$ cat src/lmps_regs.vh
// register map, field positions, reset values and timing of the list sequencer
// Notes on behaviour
// - up runs first to last, down reversed; up default
// - first dwell value sets global dwell, rest ignored
// - dwell count query returns dwell entries held
// - frequency points stored in the order written
// - frequency count query returns stored frequency points
// - power points stored in the order written
// - power count query returns stored power points
// - convert query converts raw list, answers zero
// - repeat style sweep, step or continuous, readable
// - subset indexes pick points, run in given order
// - subset count query returns index entries held
// - auto on runs all points; off runs subset
// - auto command also switches into list mode
// - marker select: none, first, last, every point
// - trigger starts one cycle, or one point in step; idle unless continuous
`ifndef LMPS_REGS_VH
`define LMPS_REGS_VH

// ******************************
// register byte offsets
// ******************************
`define LMPS_ADDR_W 8
`define LMPS_OFF_CTRL 8'h00
`define LMPS_OFF_AUTO 8'h04
`define LMPS_OFF_DWELL 8'h08
`define LMPS_OFF_FREQ 8'h0C
`define LMPS_OFF_POWER 8'h10
`define LMPS_OFF_SEQ 8'h14
`define LMPS_OFF_DWELL_CNT 8'h18
`define LMPS_OFF_FREQ_CNT 8'h1C
`define LMPS_OFF_POWER_CNT 8'h20
`define LMPS_OFF_SEQ_CNT 8'h24
`define LMPS_OFF_CMD 8'h28
`define LMPS_OFF_CONVERT 8'h2C
`define LMPS_OFF_STATUS 8'h30

// ******************************
// field positions
// ******************************
`define LMPS_CTRL_DIR 0
`define LMPS_CTRL_REP_LO 2
`define LMPS_CTRL_REP_HI 3
`define LMPS_CTRL_SYNC_LO 4
`define LMPS_CTRL_SYNC_HI 5
`define LMPS_CMD_TRIG 0
`define LMPS_CMD_CLEAR 1
`define LMPS_CMD_CONVERT 2
`define LMPS_CMD_ABORT 3
`define LMPS_CMD_LEAVE 4

// ******************************
// encodings and reset values
// ******************************
`define LMPS_DIR_UP 1'b0
`define LMPS_REP_SWEEP 2'h0
`define LMPS_REP_STEP 2'h1
`define LMPS_REP_CONT 2'h2
`define LMPS_SYNC_NONE 2'h0
`define LMPS_SYNC_FIRST 2'h1
`define LMPS_SYNC_LAST 2'h2
`define LMPS_SYNC_ALL 2'h3
`define LMPS_AUTO_RST 1'b1
`define LMPS_DWELL_RST 16'h0001
`define LMPS_RESP_OKAY 2'h0
`define LMPS_RESP_SLVERR 2'h2

// ******************************
// list sizes and timing
// ******************************
`define LMPS_IDX_W 4
`define LMPS_DEPTH 5'h10
`define LMPS_FREQ_W 32
`define LMPS_POWER_W 16
`define LMPS_CLK_PERIOD_NS 100
`define LMPS_DWELL_UNIT_NS 1000
`define LMPS_DWELL_CYC (`LMPS_DWELL_UNIT_NS / `LMPS_CLK_PERIOD_NS)

`endif

$ cat src/lmps_list_mem.v
// small list memory with registered read data
`timescale 1ns/1ns
module lmps_list_mem #(
   parameter W = 32,
   parameter AW = 4
)(
   // clock
   input wire clk,
   // write port
   input wire wr_en,
   input wire [AW-1:0] wr_addr,
   input wire [W-1:0] wr_data,
   // read port
   input wire [AW-1:0] rd_addr,
   output reg [W-1:0] rd_data
);
   reg [W-1:0] mem [0:(1<<AW)-1];

   // one write and one registered read per cycle
   always @(posedge clk)
   begin
      if (wr_en)
         mem[wr_addr] <= wr_data;
      rd_data <= mem[rd_addr];
   end
endmodule // lmps_list_mem

$ cat src/lmps_seq.v
// list mode point sequencer with axi4-lite register access
//
// Decided for this implementation: the AXI4-Lite register port and the register offsets.
`timescale 1ns/1ns
`include "lmps_regs.vh"
module lmps_seq (
   // clock and reset
   input wire ref_clk,
   input wire reset_n,
   // axi4-lite write address and data
   input wire s_axi_awvalid,
   output wire s_axi_awready,
   input wire [`LMPS_ADDR_W-1:0] s_axi_awaddr,
   input wire [2:0] s_axi_awprot,
   input wire s_axi_wvalid,
   output wire s_axi_wready,
   input wire [31:0] s_axi_wdata,
   input wire [3:0] s_axi_wstrb,
   // axi4-lite write response
   output wire s_axi_bvalid,
   input wire s_axi_bready,
   output wire [1:0] s_axi_bresp,
   // axi4-lite read
   input wire s_axi_arvalid,
   output wire s_axi_arready,
   input wire [`LMPS_ADDR_W-1:0] s_axi_araddr,
   input wire [2:0] s_axi_arprot,
   output wire s_axi_rvalid,
   input wire s_axi_rready,
   output wire [31:0] s_axi_rdata,
   output wire [1:0] s_axi_rresp,
   // point outputs
   output reg [`LMPS_FREQ_W-1:0] out_freq,
   output reg [`LMPS_POWER_W-1:0] out_power,
   output reg sync_out,
   output reg list_mode,
   output wire run_busy
);
   localparam S_IDLE = 3'h0;
   localparam S_IDX = 3'h1;
   localparam S_PT = 3'h2;
   localparam S_PW = 3'h3;
   localparam S_LOAD = 3'h4;
   localparam S_DWELL = 3'h5;
   localparam C_IDLE = 2'h0;
   localparam C_RD = 2'h1;
   localparam C_WR = 2'h2;

   // ******************************
   // address decode
   // ******************************
   function mapped;
      input [`LMPS_ADDR_W-1:0] a;
      begin
         mapped = (a <= `LMPS_OFF_STATUS) && (a[1:0] == 2'h0);
      end
   endfunction

   // ******************************
   // reset release
   // ******************************
   reg rst_meta_reg;
   reg rst_n_reg;

   // async assert, two flops to release cleanly
   always @(posedge ref_clk or negedge reset_n)
   begin
      if (!reset_n)
      begin
         rst_meta_reg <= 1'b0;
         rst_n_reg <= 1'b0;
      end
      else
      begin
         rst_meta_reg <= 1'b1;
         rst_n_reg <= rst_meta_reg;
      end
   end

   // ******************************
   // state declarations
   // ******************************
   reg aw_held_reg, w_held_reg, bvalid_reg, rvalid_reg, rd_pend_reg;
   reg [`LMPS_ADDR_W-1:0] aw_addr_reg;
   reg [31:0] w_data_reg, rdata_reg;
   reg [3:0] w_strb_reg;
   reg [1:0] bresp_reg, rresp_reg;
   reg dir_reg, auto_reg;
   reg [1:0] rep_reg, sync_sel_reg;
   reg [15:0] dwell_reg;
   reg [4:0] dwell_cnt_reg, freq_cnt_reg, pow_cnt_reg, seq_cnt_reg;
   reg [2:0] state_reg;
   reg [4:0] step_reg;
   reg [`LMPS_IDX_W-1:0] pt_reg;
   reg [23:0] hold_reg;
   reg [1:0] conv_state_reg;
   reg [4:0] conv_idx_reg;
   reg [31:0] rd_mux;
   wire [`LMPS_FREQ_W-1:0] raw_freq;
   wire [`LMPS_POWER_W-1:0] raw_pow;
   wire [`LMPS_IDX_W-1:0] seq_idx;
   wire [47:0] proc_pt;

   // ******************************
   // axi4-lite slave
   // ******************************
   wire wr_fire = aw_held_reg && w_held_reg && !bvalid_reg;
   wire wr_ok = wr_fire && mapped(aw_addr_reg) && (w_strb_reg != 4'h0);
   wire rd_take = s_axi_arvalid && s_axi_arready;
   wire rd_conv = rd_take && (s_axi_araddr == `LMPS_OFF_CONVERT);
   wire conv_busy = (conv_state_reg != C_IDLE);

   assign s_axi_awready = !aw_held_reg && !bvalid_reg;
   assign s_axi_wready = !w_held_reg && !bvalid_reg;
   assign s_axi_bvalid = bvalid_reg;
   assign s_axi_bresp = bresp_reg;
   assign s_axi_arready = !rvalid_reg && !rd_pend_reg;
   assign s_axi_rvalid = rvalid_reg;
   assign s_axi_rdata = rdata_reg;
   assign s_axi_rresp = rresp_reg;

   // per-register write strobes, decoded once
   wire wr_ctrl = wr_ok && (aw_addr_reg == `LMPS_OFF_CTRL);
   wire wr_auto = wr_ok && (aw_addr_reg == `LMPS_OFF_AUTO);
   wire wr_dwell = wr_ok && (aw_addr_reg == `LMPS_OFF_DWELL);
   wire wr_freq = wr_ok && (aw_addr_reg == `LMPS_OFF_FREQ);
   wire wr_pow = wr_ok && (aw_addr_reg == `LMPS_OFF_POWER);
   wire wr_seq = wr_ok && (aw_addr_reg == `LMPS_OFF_SEQ);
   wire wr_cmd = wr_ok && (aw_addr_reg == `LMPS_OFF_CMD);
   wire cmd_trig = wr_cmd && w_data_reg[`LMPS_CMD_TRIG];
   wire cmd_clear = wr_cmd && w_data_reg[`LMPS_CMD_CLEAR];
   wire cmd_abort = wr_cmd && w_data_reg[`LMPS_CMD_ABORT];
   wire cmd_leave = wr_cmd && w_data_reg[`LMPS_CMD_LEAVE];
   wire conv_start = !conv_busy
      && (rd_conv || (wr_cmd && w_data_reg[`LMPS_CMD_CONVERT]));

   // write channel capture and response
   always @(posedge ref_clk or negedge rst_n_reg)
   begin
      if (!rst_n_reg)
      begin
         aw_held_reg <= 1'b0;
         w_held_reg <= 1'b0;
         bvalid_reg <= 1'b0;
         aw_addr_reg <= {`LMPS_ADDR_W{1'b0}};
         w_data_reg <= 32'h00000000;
         w_strb_reg <= 4'h0;
         bresp_reg <= `LMPS_RESP_OKAY;
      end
      else
      begin
         if (s_axi_awvalid && s_axi_awready)
         begin
            aw_held_reg <= 1'b1;
            aw_addr_reg <= s_axi_awaddr;
         end
         if (s_axi_wvalid && s_axi_wready)
         begin
            w_held_reg <= 1'b1;
            w_data_reg <= s_axi_wdata;
            w_strb_reg <= s_axi_wstrb;
         end
         if (wr_fire)
         begin
            aw_held_reg <= 1'b0;
            w_held_reg <= 1'b0;
            bvalid_reg <= 1'b1;
            bresp_reg <= mapped(aw_addr_reg) ? `LMPS_RESP_OKAY
               : `LMPS_RESP_SLVERR;
         end
         else if (bvalid_reg && s_axi_bready)
            bvalid_reg <= 1'b0;
      end
   end

   // read data mux; frequency, power and subset list words are write only and read zero
   always @*
   begin
      rd_mux = 32'h00000000;
      case (s_axi_araddr)
         `LMPS_OFF_CTRL: rd_mux = {26'h0000000, sync_sel_reg, rep_reg,
            1'b0, dir_reg};
         `LMPS_OFF_AUTO: rd_mux = {31'h00000000, auto_reg};
         `LMPS_OFF_DWELL: rd_mux = {16'h0000, dwell_reg};
         `LMPS_OFF_DWELL_CNT: rd_mux = {27'h0000000, dwell_cnt_reg};
         `LMPS_OFF_FREQ_CNT: rd_mux = {27'h0000000, freq_cnt_reg};
         `LMPS_OFF_POWER_CNT: rd_mux = {27'h0000000, pow_cnt_reg};
         `LMPS_OFF_SEQ_CNT: rd_mux = {27'h0000000, seq_cnt_reg};
         `LMPS_OFF_STATUS: rd_mux = {28'h0000000, sync_out, conv_busy,
            run_busy, list_mode};
         default: rd_mux = 32'h00000000;
      endcase
   end

   // read answer; the convert query is held until conversion ends
   always @(posedge ref_clk or negedge rst_n_reg)
   begin
      if (!rst_n_reg)
      begin
         rvalid_reg <= 1'b0;
         rd_pend_reg <= 1'b0;
         rdata_reg <= 32'h00000000;
         rresp_reg <= `LMPS_RESP_OKAY;
      end
      else if (rd_conv)
         rd_pend_reg <= 1'b1;
      else if (rd_take)
      begin
         rvalid_reg <= 1'b1;
         rdata_reg <= rd_mux;
         rresp_reg <= mapped(s_axi_araddr) ? `LMPS_RESP_OKAY
            : `LMPS_RESP_SLVERR;
      end
      else if (rd_pend_reg && !conv_busy)
      begin
         rd_pend_reg <= 1'b0;
         rvalid_reg <= 1'b1;
         rdata_reg <= 32'h00000000;
         rresp_reg <= `LMPS_RESP_OKAY;
      end
      else if (rvalid_reg && s_axi_rready)
         rvalid_reg <= 1'b0;
   end

   // ******************************
   // settings and list storage
   // ******************************
   // appends beyond the depth are dropped, counts saturate
   always @(posedge ref_clk or negedge rst_n_reg)
   begin
      if (!rst_n_reg)
      begin
         dir_reg <= `LMPS_DIR_UP;
         rep_reg <= `LMPS_REP_SWEEP;
         sync_sel_reg <= `LMPS_SYNC_NONE;
         auto_reg <= `LMPS_AUTO_RST;
         list_mode <= 1'b0;
         dwell_reg <= `LMPS_DWELL_RST;
         dwell_cnt_reg <= 5'h00;
         freq_cnt_reg <= 5'h00;
         pow_cnt_reg <= 5'h00;
         seq_cnt_reg <= 5'h00;
      end
      else
      begin
         if (wr_ctrl && w_strb_reg[0])
         begin
            dir_reg <= w_data_reg[`LMPS_CTRL_DIR];
            if (w_data_reg[`LMPS_CTRL_REP_HI:`LMPS_CTRL_REP_LO] != 2'h3)
               rep_reg <= w_data_reg[`LMPS_CTRL_REP_HI:`LMPS_CTRL_REP_LO];
            sync_sel_reg <= w_data_reg[`LMPS_CTRL_SYNC_HI:`LMPS_CTRL_SYNC_LO];
         end
         if (wr_auto)
         begin
            auto_reg <= w_data_reg[0];
            list_mode <= 1'b1;
         end
         else if (cmd_leave)
            list_mode <= 1'b0;
         if (cmd_clear)
         begin
            dwell_cnt_reg <= 5'h00;
            freq_cnt_reg <= 5'h00;
            pow_cnt_reg <= 5'h00;
            seq_cnt_reg <= 5'h00;
         end
         else
         begin
            if (wr_dwell && dwell_cnt_reg == 5'h00)
               dwell_reg <= w_data_reg[15:0];
            if (wr_dwell && dwell_cnt_reg != `LMPS_DEPTH)
               dwell_cnt_reg <= dwell_cnt_reg + 5'h01;
            if (wr_freq && freq_cnt_reg != `LMPS_DEPTH)
               freq_cnt_reg <= freq_cnt_reg + 5'h01;
            if (wr_pow && pow_cnt_reg != `LMPS_DEPTH)
               pow_cnt_reg <= pow_cnt_reg + 5'h01;
            if (wr_seq && seq_cnt_reg != `LMPS_DEPTH)
               seq_cnt_reg <= seq_cnt_reg + 5'h01;
         end
      end
   end

   // raw lists, subset indexes and converted points
   lmps_list_mem #(.W(`LMPS_FREQ_W), .AW(`LMPS_IDX_W)) u_freq (
      .clk(ref_clk),
      .wr_en(wr_freq && freq_cnt_reg != `LMPS_DEPTH),
      .wr_addr(freq_cnt_reg[3:0]),
      .wr_data(w_data_reg),
      .rd_addr(conv_idx_reg[3:0]),
      .rd_data(raw_freq)
   );
   lmps_list_mem #(.W(`LMPS_POWER_W), .AW(`LMPS_IDX_W)) u_pow (
      .clk(ref_clk),
      .wr_en(wr_pow && pow_cnt_reg != `LMPS_DEPTH),
      .wr_addr(pow_cnt_reg[3:0]),
      .wr_data(w_data_reg[15:0]),
      .rd_addr(conv_idx_reg[3:0]),
      .rd_data(raw_pow)
   );
   wire [4:0] run_len = auto_reg ? freq_cnt_reg : seq_cnt_reg;
   wire [4:0] last_pos = run_len - 5'h01;
   wire [4:0] pos = dir_reg ? (last_pos - step_reg) : step_reg;
   lmps_list_mem #(.W(`LMPS_IDX_W), .AW(`LMPS_IDX_W)) u_seq (
      .clk(ref_clk),
      .wr_en(wr_seq && seq_cnt_reg != `LMPS_DEPTH),
      .wr_addr(seq_cnt_reg[3:0]),
      .wr_data(w_data_reg[3:0]),
      .rd_addr(pos[3:0]),
      .rd_data(seq_idx)
   );
   lmps_list_mem #(.W(48), .AW(`LMPS_IDX_W)) u_proc (
      .clk(ref_clk),
      .wr_en(conv_state_reg == C_WR),
      .wr_addr(conv_idx_reg[3:0]),
      .wr_data({(conv_idx_reg < pow_cnt_reg) ? raw_pow : 16'h0000,
         raw_freq}),
      .rd_addr(pt_reg),
      .rd_data(proc_pt)
   );

   // ******************************
   // list conversion
   // ******************************
   // walks the raw lists once, packing each point for the sequencer
   always @(posedge ref_clk or negedge rst_n_reg)
   begin
      if (!rst_n_reg)
      begin
         conv_state_reg <= C_IDLE;
         conv_idx_reg <= 5'h00;
      end
      else
         case (conv_state_reg)
            C_IDLE:
               if (conv_start)
               begin
                  conv_idx_reg <= 5'h00;
                  conv_state_reg <= (freq_cnt_reg == 5'h00) ? C_IDLE : C_RD;
               end
            C_RD: conv_state_reg <= C_WR;
            C_WR:
               if (conv_idx_reg + 5'h01 >= freq_cnt_reg)
                  conv_state_reg <= C_IDLE;
               else
               begin
                  conv_idx_reg <= conv_idx_reg + 5'h01;
                  conv_state_reg <= C_RD;
               end
            default: conv_state_reg <= C_IDLE;
         endcase
   end

   // ******************************
   // point sequencer
   // ******************************
   wire [31:0] dwell_prod = {16'h0000, dwell_reg} * `LMPS_DWELL_CYC;
   wire [23:0] dwell_cyc = dwell_prod[23:0];
   wire is_last = (step_reg == last_pos);
   wire mark = (sync_sel_reg == `LMPS_SYNC_ALL)
      || (sync_sel_reg == `LMPS_SYNC_FIRST && step_reg == 5'h00)
      || (sync_sel_reg == `LMPS_SYNC_LAST && is_last);
   assign run_busy = (state_reg != S_IDLE);

   // fetch index, fetch point, load outputs, dwell, advance
   always @(posedge ref_clk or negedge rst_n_reg)
   begin
      if (!rst_n_reg)
      begin
         state_reg <= S_IDLE;
         step_reg <= 5'h00;
         pt_reg <= {`LMPS_IDX_W{1'b0}};
         hold_reg <= 24'h000000;
         out_freq <= {`LMPS_FREQ_W{1'b0}};
         out_power <= {`LMPS_POWER_W{1'b0}};
         sync_out <= 1'b0;
      end
      else if (cmd_abort || !list_mode)
      begin
         state_reg <= S_IDLE;
         sync_out <= 1'b0;
      end
      else
         case (state_reg)
            S_IDLE:
               if (cmd_trig && run_len != 5'h00)
               begin
                  if (rep_reg != `LMPS_REP_STEP || step_reg >= run_len)
                     step_reg <= 5'h00;
                  state_reg <= S_IDX;
               end
            S_IDX: state_reg <= S_PT;
            S_PT:
            begin
               pt_reg <= auto_reg ? pos[3:0] : seq_idx;
               state_reg <= S_PW;
            end
            S_PW: state_reg <= S_LOAD;
            S_LOAD:
            begin
               out_freq <= proc_pt[31:0];
               out_power <= proc_pt[47:32];
               sync_out <= mark;
               hold_reg <= (dwell_cyc == 24'h000000) ? 24'h000000
                  : dwell_cyc - 24'h000001;
               state_reg <= S_DWELL;
            end
            S_DWELL:
               if (hold_reg != 24'h000000)
                  hold_reg <= hold_reg - 24'h000001;
               else
               begin
                  sync_out <= 1'b0;
                  step_reg <= is_last ? 5'h00 : step_reg + 5'h01;
                  if (rep_reg == `LMPS_REP_STEP)
                     state_reg <= S_IDLE;
                  else if (is_last && rep_reg != `LMPS_REP_CONT)
                     state_reg <= S_IDLE;
                  else
                     state_reg <= S_IDX;
               end
            default: state_reg <= S_IDLE;
         endcase
   end
endmodule // lmps_seq

$ cat config.mk
export PLATFORM = sky130hd
export DESIGN_NAME = lmps_seq
export DESIGN_NICKNAME = d
export VERILOG_FILES = /design/src/lmps_list_mem.v /design/src/lmps_seq.v
export VERILOG_INCLUDE_DIRS = /design/src /design/src/src
export SDC_FILE = /design/constraint.sdc
export NUM_CORES = 2
export LEC_CHECK = 0
export BUFFER_PORTS_ARGS = -buffer_cell sky130_fd_sc_hd__buf_2
export CORE_MARGIN = 1
export CORE_UTILIZATION = 25
export DETAILED_ROUTE_END_ITERATION = 8
export MAX_ROUTING_LAYER = met4
export PLACE_DENSITY_LB_ADDON = 0.12
export REMOVE_ABC_BUFFERS = 1
export SKIP_CTS_REPAIR_TIMING = 1
export SLEW_MARGIN = 20
export SYNTH_ARGS = -nofsm -noshare
export SYNTH_HDL_FRONTEND = slang
export SYNTH_SLANG_ARGS = --single-unit
$ cat constraint.sdc
create_clock -name ref_clk -period 18.9 [get_ports ref_clk]
set_input_delay 1.89 -clock ref_clk [delete_from_list [all_inputs] [get_ports ref_clk]]
set_output_delay 1.89 -clock ref_clk [all_outputs]
set_load 0.1 [all_outputs]
==> metrics.txt <==
critical path data required time ~20 ns; DRC Markers 0; Yosys warning count 0; Period minus WS final 4.55 ns; CP dominant cell by count buf_4; FF-to-FF setup slack 14.35 ns; Synth top area share 65.3%; GRT Resource Usage Total between 10% and 20%; Syn Inst Count 3583; worst rel slew slack 29.6%; worst slew pin tran between 1 and 1.5 ns; max_cap viols 0; most common cell in the netlist edfxtp_1; Chip Width approximately 540 um; FF-to-FF Start pt_reg[0]$_DFFE_PN0P_; RSZ-0062 raised after global routing false; crit path cell chain buf_4 -> buf_4 -> buf_4 -> mux4_2 -> mux4_2; Critical Path End Type flip-flop; Fin Clk Skew approximately 0.10 ns; Post-Layout Cell Count 7973; clock tree from TritonCTS done; Yosys reg bits 1904; top post-synthesis cells by count 1600 x edfxtp_1, 496 x mux4_2, 228 x nand2_1, 202 x dfrtp_1, 123 x clkbuf_1; mean number of vias per cell 4.38; status completed; placed cell area 0.0794 mm^2; total gr overflow 0; Avg Inst Size Synth 20.5 um^2; leading registers by flop count u_proc.mem x768, u_freq.mem x512, u_pow.mem x256; clk_lat worst skew 0.91 ns; Synth area leader edfxtp_1; Syn Std Cell Area 0.0735 mm^2; final setup TNS 0 ns; Die Span Y 544 um; Period Utilization, post-route 24.1%; critical path launch point type flip-flop; final net count 4010; Critical-path top delay cell buf_4; Pwr Density 130 mW/mm^2; starting density of the core 25.2%; critical path class reg -> reg; io pins 157; first-pass GRT wire length 286 mm; pin count of the biggest net entering global routing 108; Filler cells 28.6k; HPWL after detailed placement ~110 mm; ANT nets after route 0; r2r worst-path depth 5; clk sinks 1904; area delta synth->final 17.5%; fmax 220 MHz; Worst Path Max Fanout 41; reg2reg end u_proc.rd_data[33]$_DFF_P_; vias in the first global route 37.2k; initial antenna violation count 21; number of enable flip-flop cells after synthesis approximately 1.6k; FP Rows 198; Hold WC Path Type reg -> async; max FFs per register 768; WL per Instance approximately 25 um; Main synth FF type edfxtp_1; Final Max Tran Viols 0; layout cells sized above 1 between 20% and 30%; PortBufs 132; Synth area leaders edfxtp_1 65%, mux4_2 15%, dfrtp_1 6.9%, dfxtp_1 2.7%, ha_1 1.2%; final setup margin 14.35 ns; sequential fraction of the synthesis area 75.0%; root buffer cell clkbuf_16; GP Congestion approximately 0.73; max incr delay on CP between 0.8 and 0.9 ns; Async S/R FF share, synth 10.7%; Place WS 14.16 ns; Fin. Hold Viols 0; Reg clk slew, reported paths 0.06 ns; DR iter-0 viols 2330; Max VDD drop 0.0000995 V; CTS H-tree depth 4; Arr. time, crit path 5.21 ns; CTS max path bufs 4; # setup viols final 0; Leak Pwr roughly 0.028 uW; Synth cell types 81; Largest Register u_proc.mem; Final Cell Area 0.0864 mm^2; Inst Count DP 7550; total CTS buffers 221; via count 34.9k; Total Wirelength approximately 200 mm; router iterations before antenna repair 5; Die Area ~0.30 mm^2; Core Region 0.292 mm^2
-- where the power goes --
part / internal [uW] / switching [uW] / total [uW]
combinational: 555 / 862 / 1420
clock: 2400 / 1720 / 4120
sequential: 5270 / 407 / 5670
-- routing by layer --
layer / vias up / GRT usage (%) / wire length, um
met5: - / - / 0
met4: 0 / 3.09 / 4000
met3: 279 / 2.06 / 7780
met2: 614 / 23.1 / 100000
met1: 18800 / 18.0 / 88800
li1: 15200 / - / -
-- cell usage in the layout, fill, tap and decap left out, types with 19 or more instances in the layout --
cell | Yosys | final
mux2_2 | 54 | 54
xnor2_1 | 38 | 38
nor3_1 | 34 | 29
clkbuf_8 | 0 | 22
mux4_2 | 496 | 496
a21o_1 | 20 | 20
nor2_1 | 86 | 73
clkinv_1 | 2 | 32
clkbuf_16 | 0 | 225
nand3_1 | 26 | 26
buf_2 | 2 | 132
o21ai_0 | 36 | 36
dfxtp_1 | 100 | 100
clkinv_2 | 0 | 31
edfxtp_1 | 1600 | 1600
ha_1 | 69 | 69
buf_4 | 18 | 94
clkbuf_1 | 123 | 80
inv_1 | 39 | 39
dfrtp_1 | 202 | 186
a21oi_1 | 39 | 38
nand2_1 | 228 | 227
and2_1 | 57 | 41
o21ai_1 | 28 | 28
conb_1 | 2 | 19
-- how the worst max path moves through the flow --
stage,start,end,depth (start not counted)
global placement,pt_reg[0]$_DFFE_PN0P_,u_proc.rd_data[33]$_DFF_P_,5
CTS,pt_reg[0]$_DFFE_PN0P_,u_proc.rd_data[33]$_DFF_P_,5
floorplan,conv_idx_reg[0]$_DFFE_PN0P_,conv_idx_reg[0]$_DFFE_PN0P_,11
finish,pt_reg[0]$_DFFE_PN0P_,u_proc.rd_data[33]$_DFF_P_,5
detailed placement,pt_reg[0]$_DFFE_PN0P_,u_proc.rd_data[33]$_DFF_P_,5
global route,pt_reg[0]$_DFFE_PN0P_,u_proc.rd_data[33]$_DFF_P_,5
-- cells by family (layout without fill, tap and decap cells) --
family | count (synthesis) | count (layout) | synth area share (%)
buffers and inverters | 219 | 680 | 1.22
AO/OA/AOI/OAI | 223 | 223 | 2.05
adder cells (fa/ha/maj) | 71 | 71 | 1.23
AND/OR/NAND/NOR | 534 | 534 | 3.46
other | 2 | 31 | 0.0102
flip-flops | 1904 | 1904 | 75.0
multiplexers | 578 | 578 | 16.4
XOR/XNOR | 52 | 52 | 0.619
-- metrics by stage --
stage          total power [uW]  hold WS, ns  util (%)
2_1_floorplan              6650        0.331         -
3_3_place_gp               7200        0.337      27.2
3_5_place_dp               7230        0.338      27.2
4_1_cts                   11400        0.353      29.6
5_1_grt                   11700        0.353      29.6
6_report                  11200        0.332      29.6
-- cell type report --
type / instances / area (um^2) / share of cell area, %
flip-flops and latches: 1904 / 55200 / 63.9
multi-input cells: 1477 / 17800 / 20.6
clock buffers: 327 / 6230 / 7.22
well taps: 3900 / 4880 / 5.65
repair buffers: 229 / 1420 / 1.64
clock inverters: 83 / 692 / 0.801
inverters: 41 / 156 / 0.181
diodes: 12 / 30.0 / 0.0348
-- worst max-delay path, delay by kind of cell (launching register included) --
family | cells | cell delay [ns]
flops | 1 | 0.64
mux | 2 | 1.18
buf+inv | 3 | 2.39
Power figures use the tool's default switching activity.
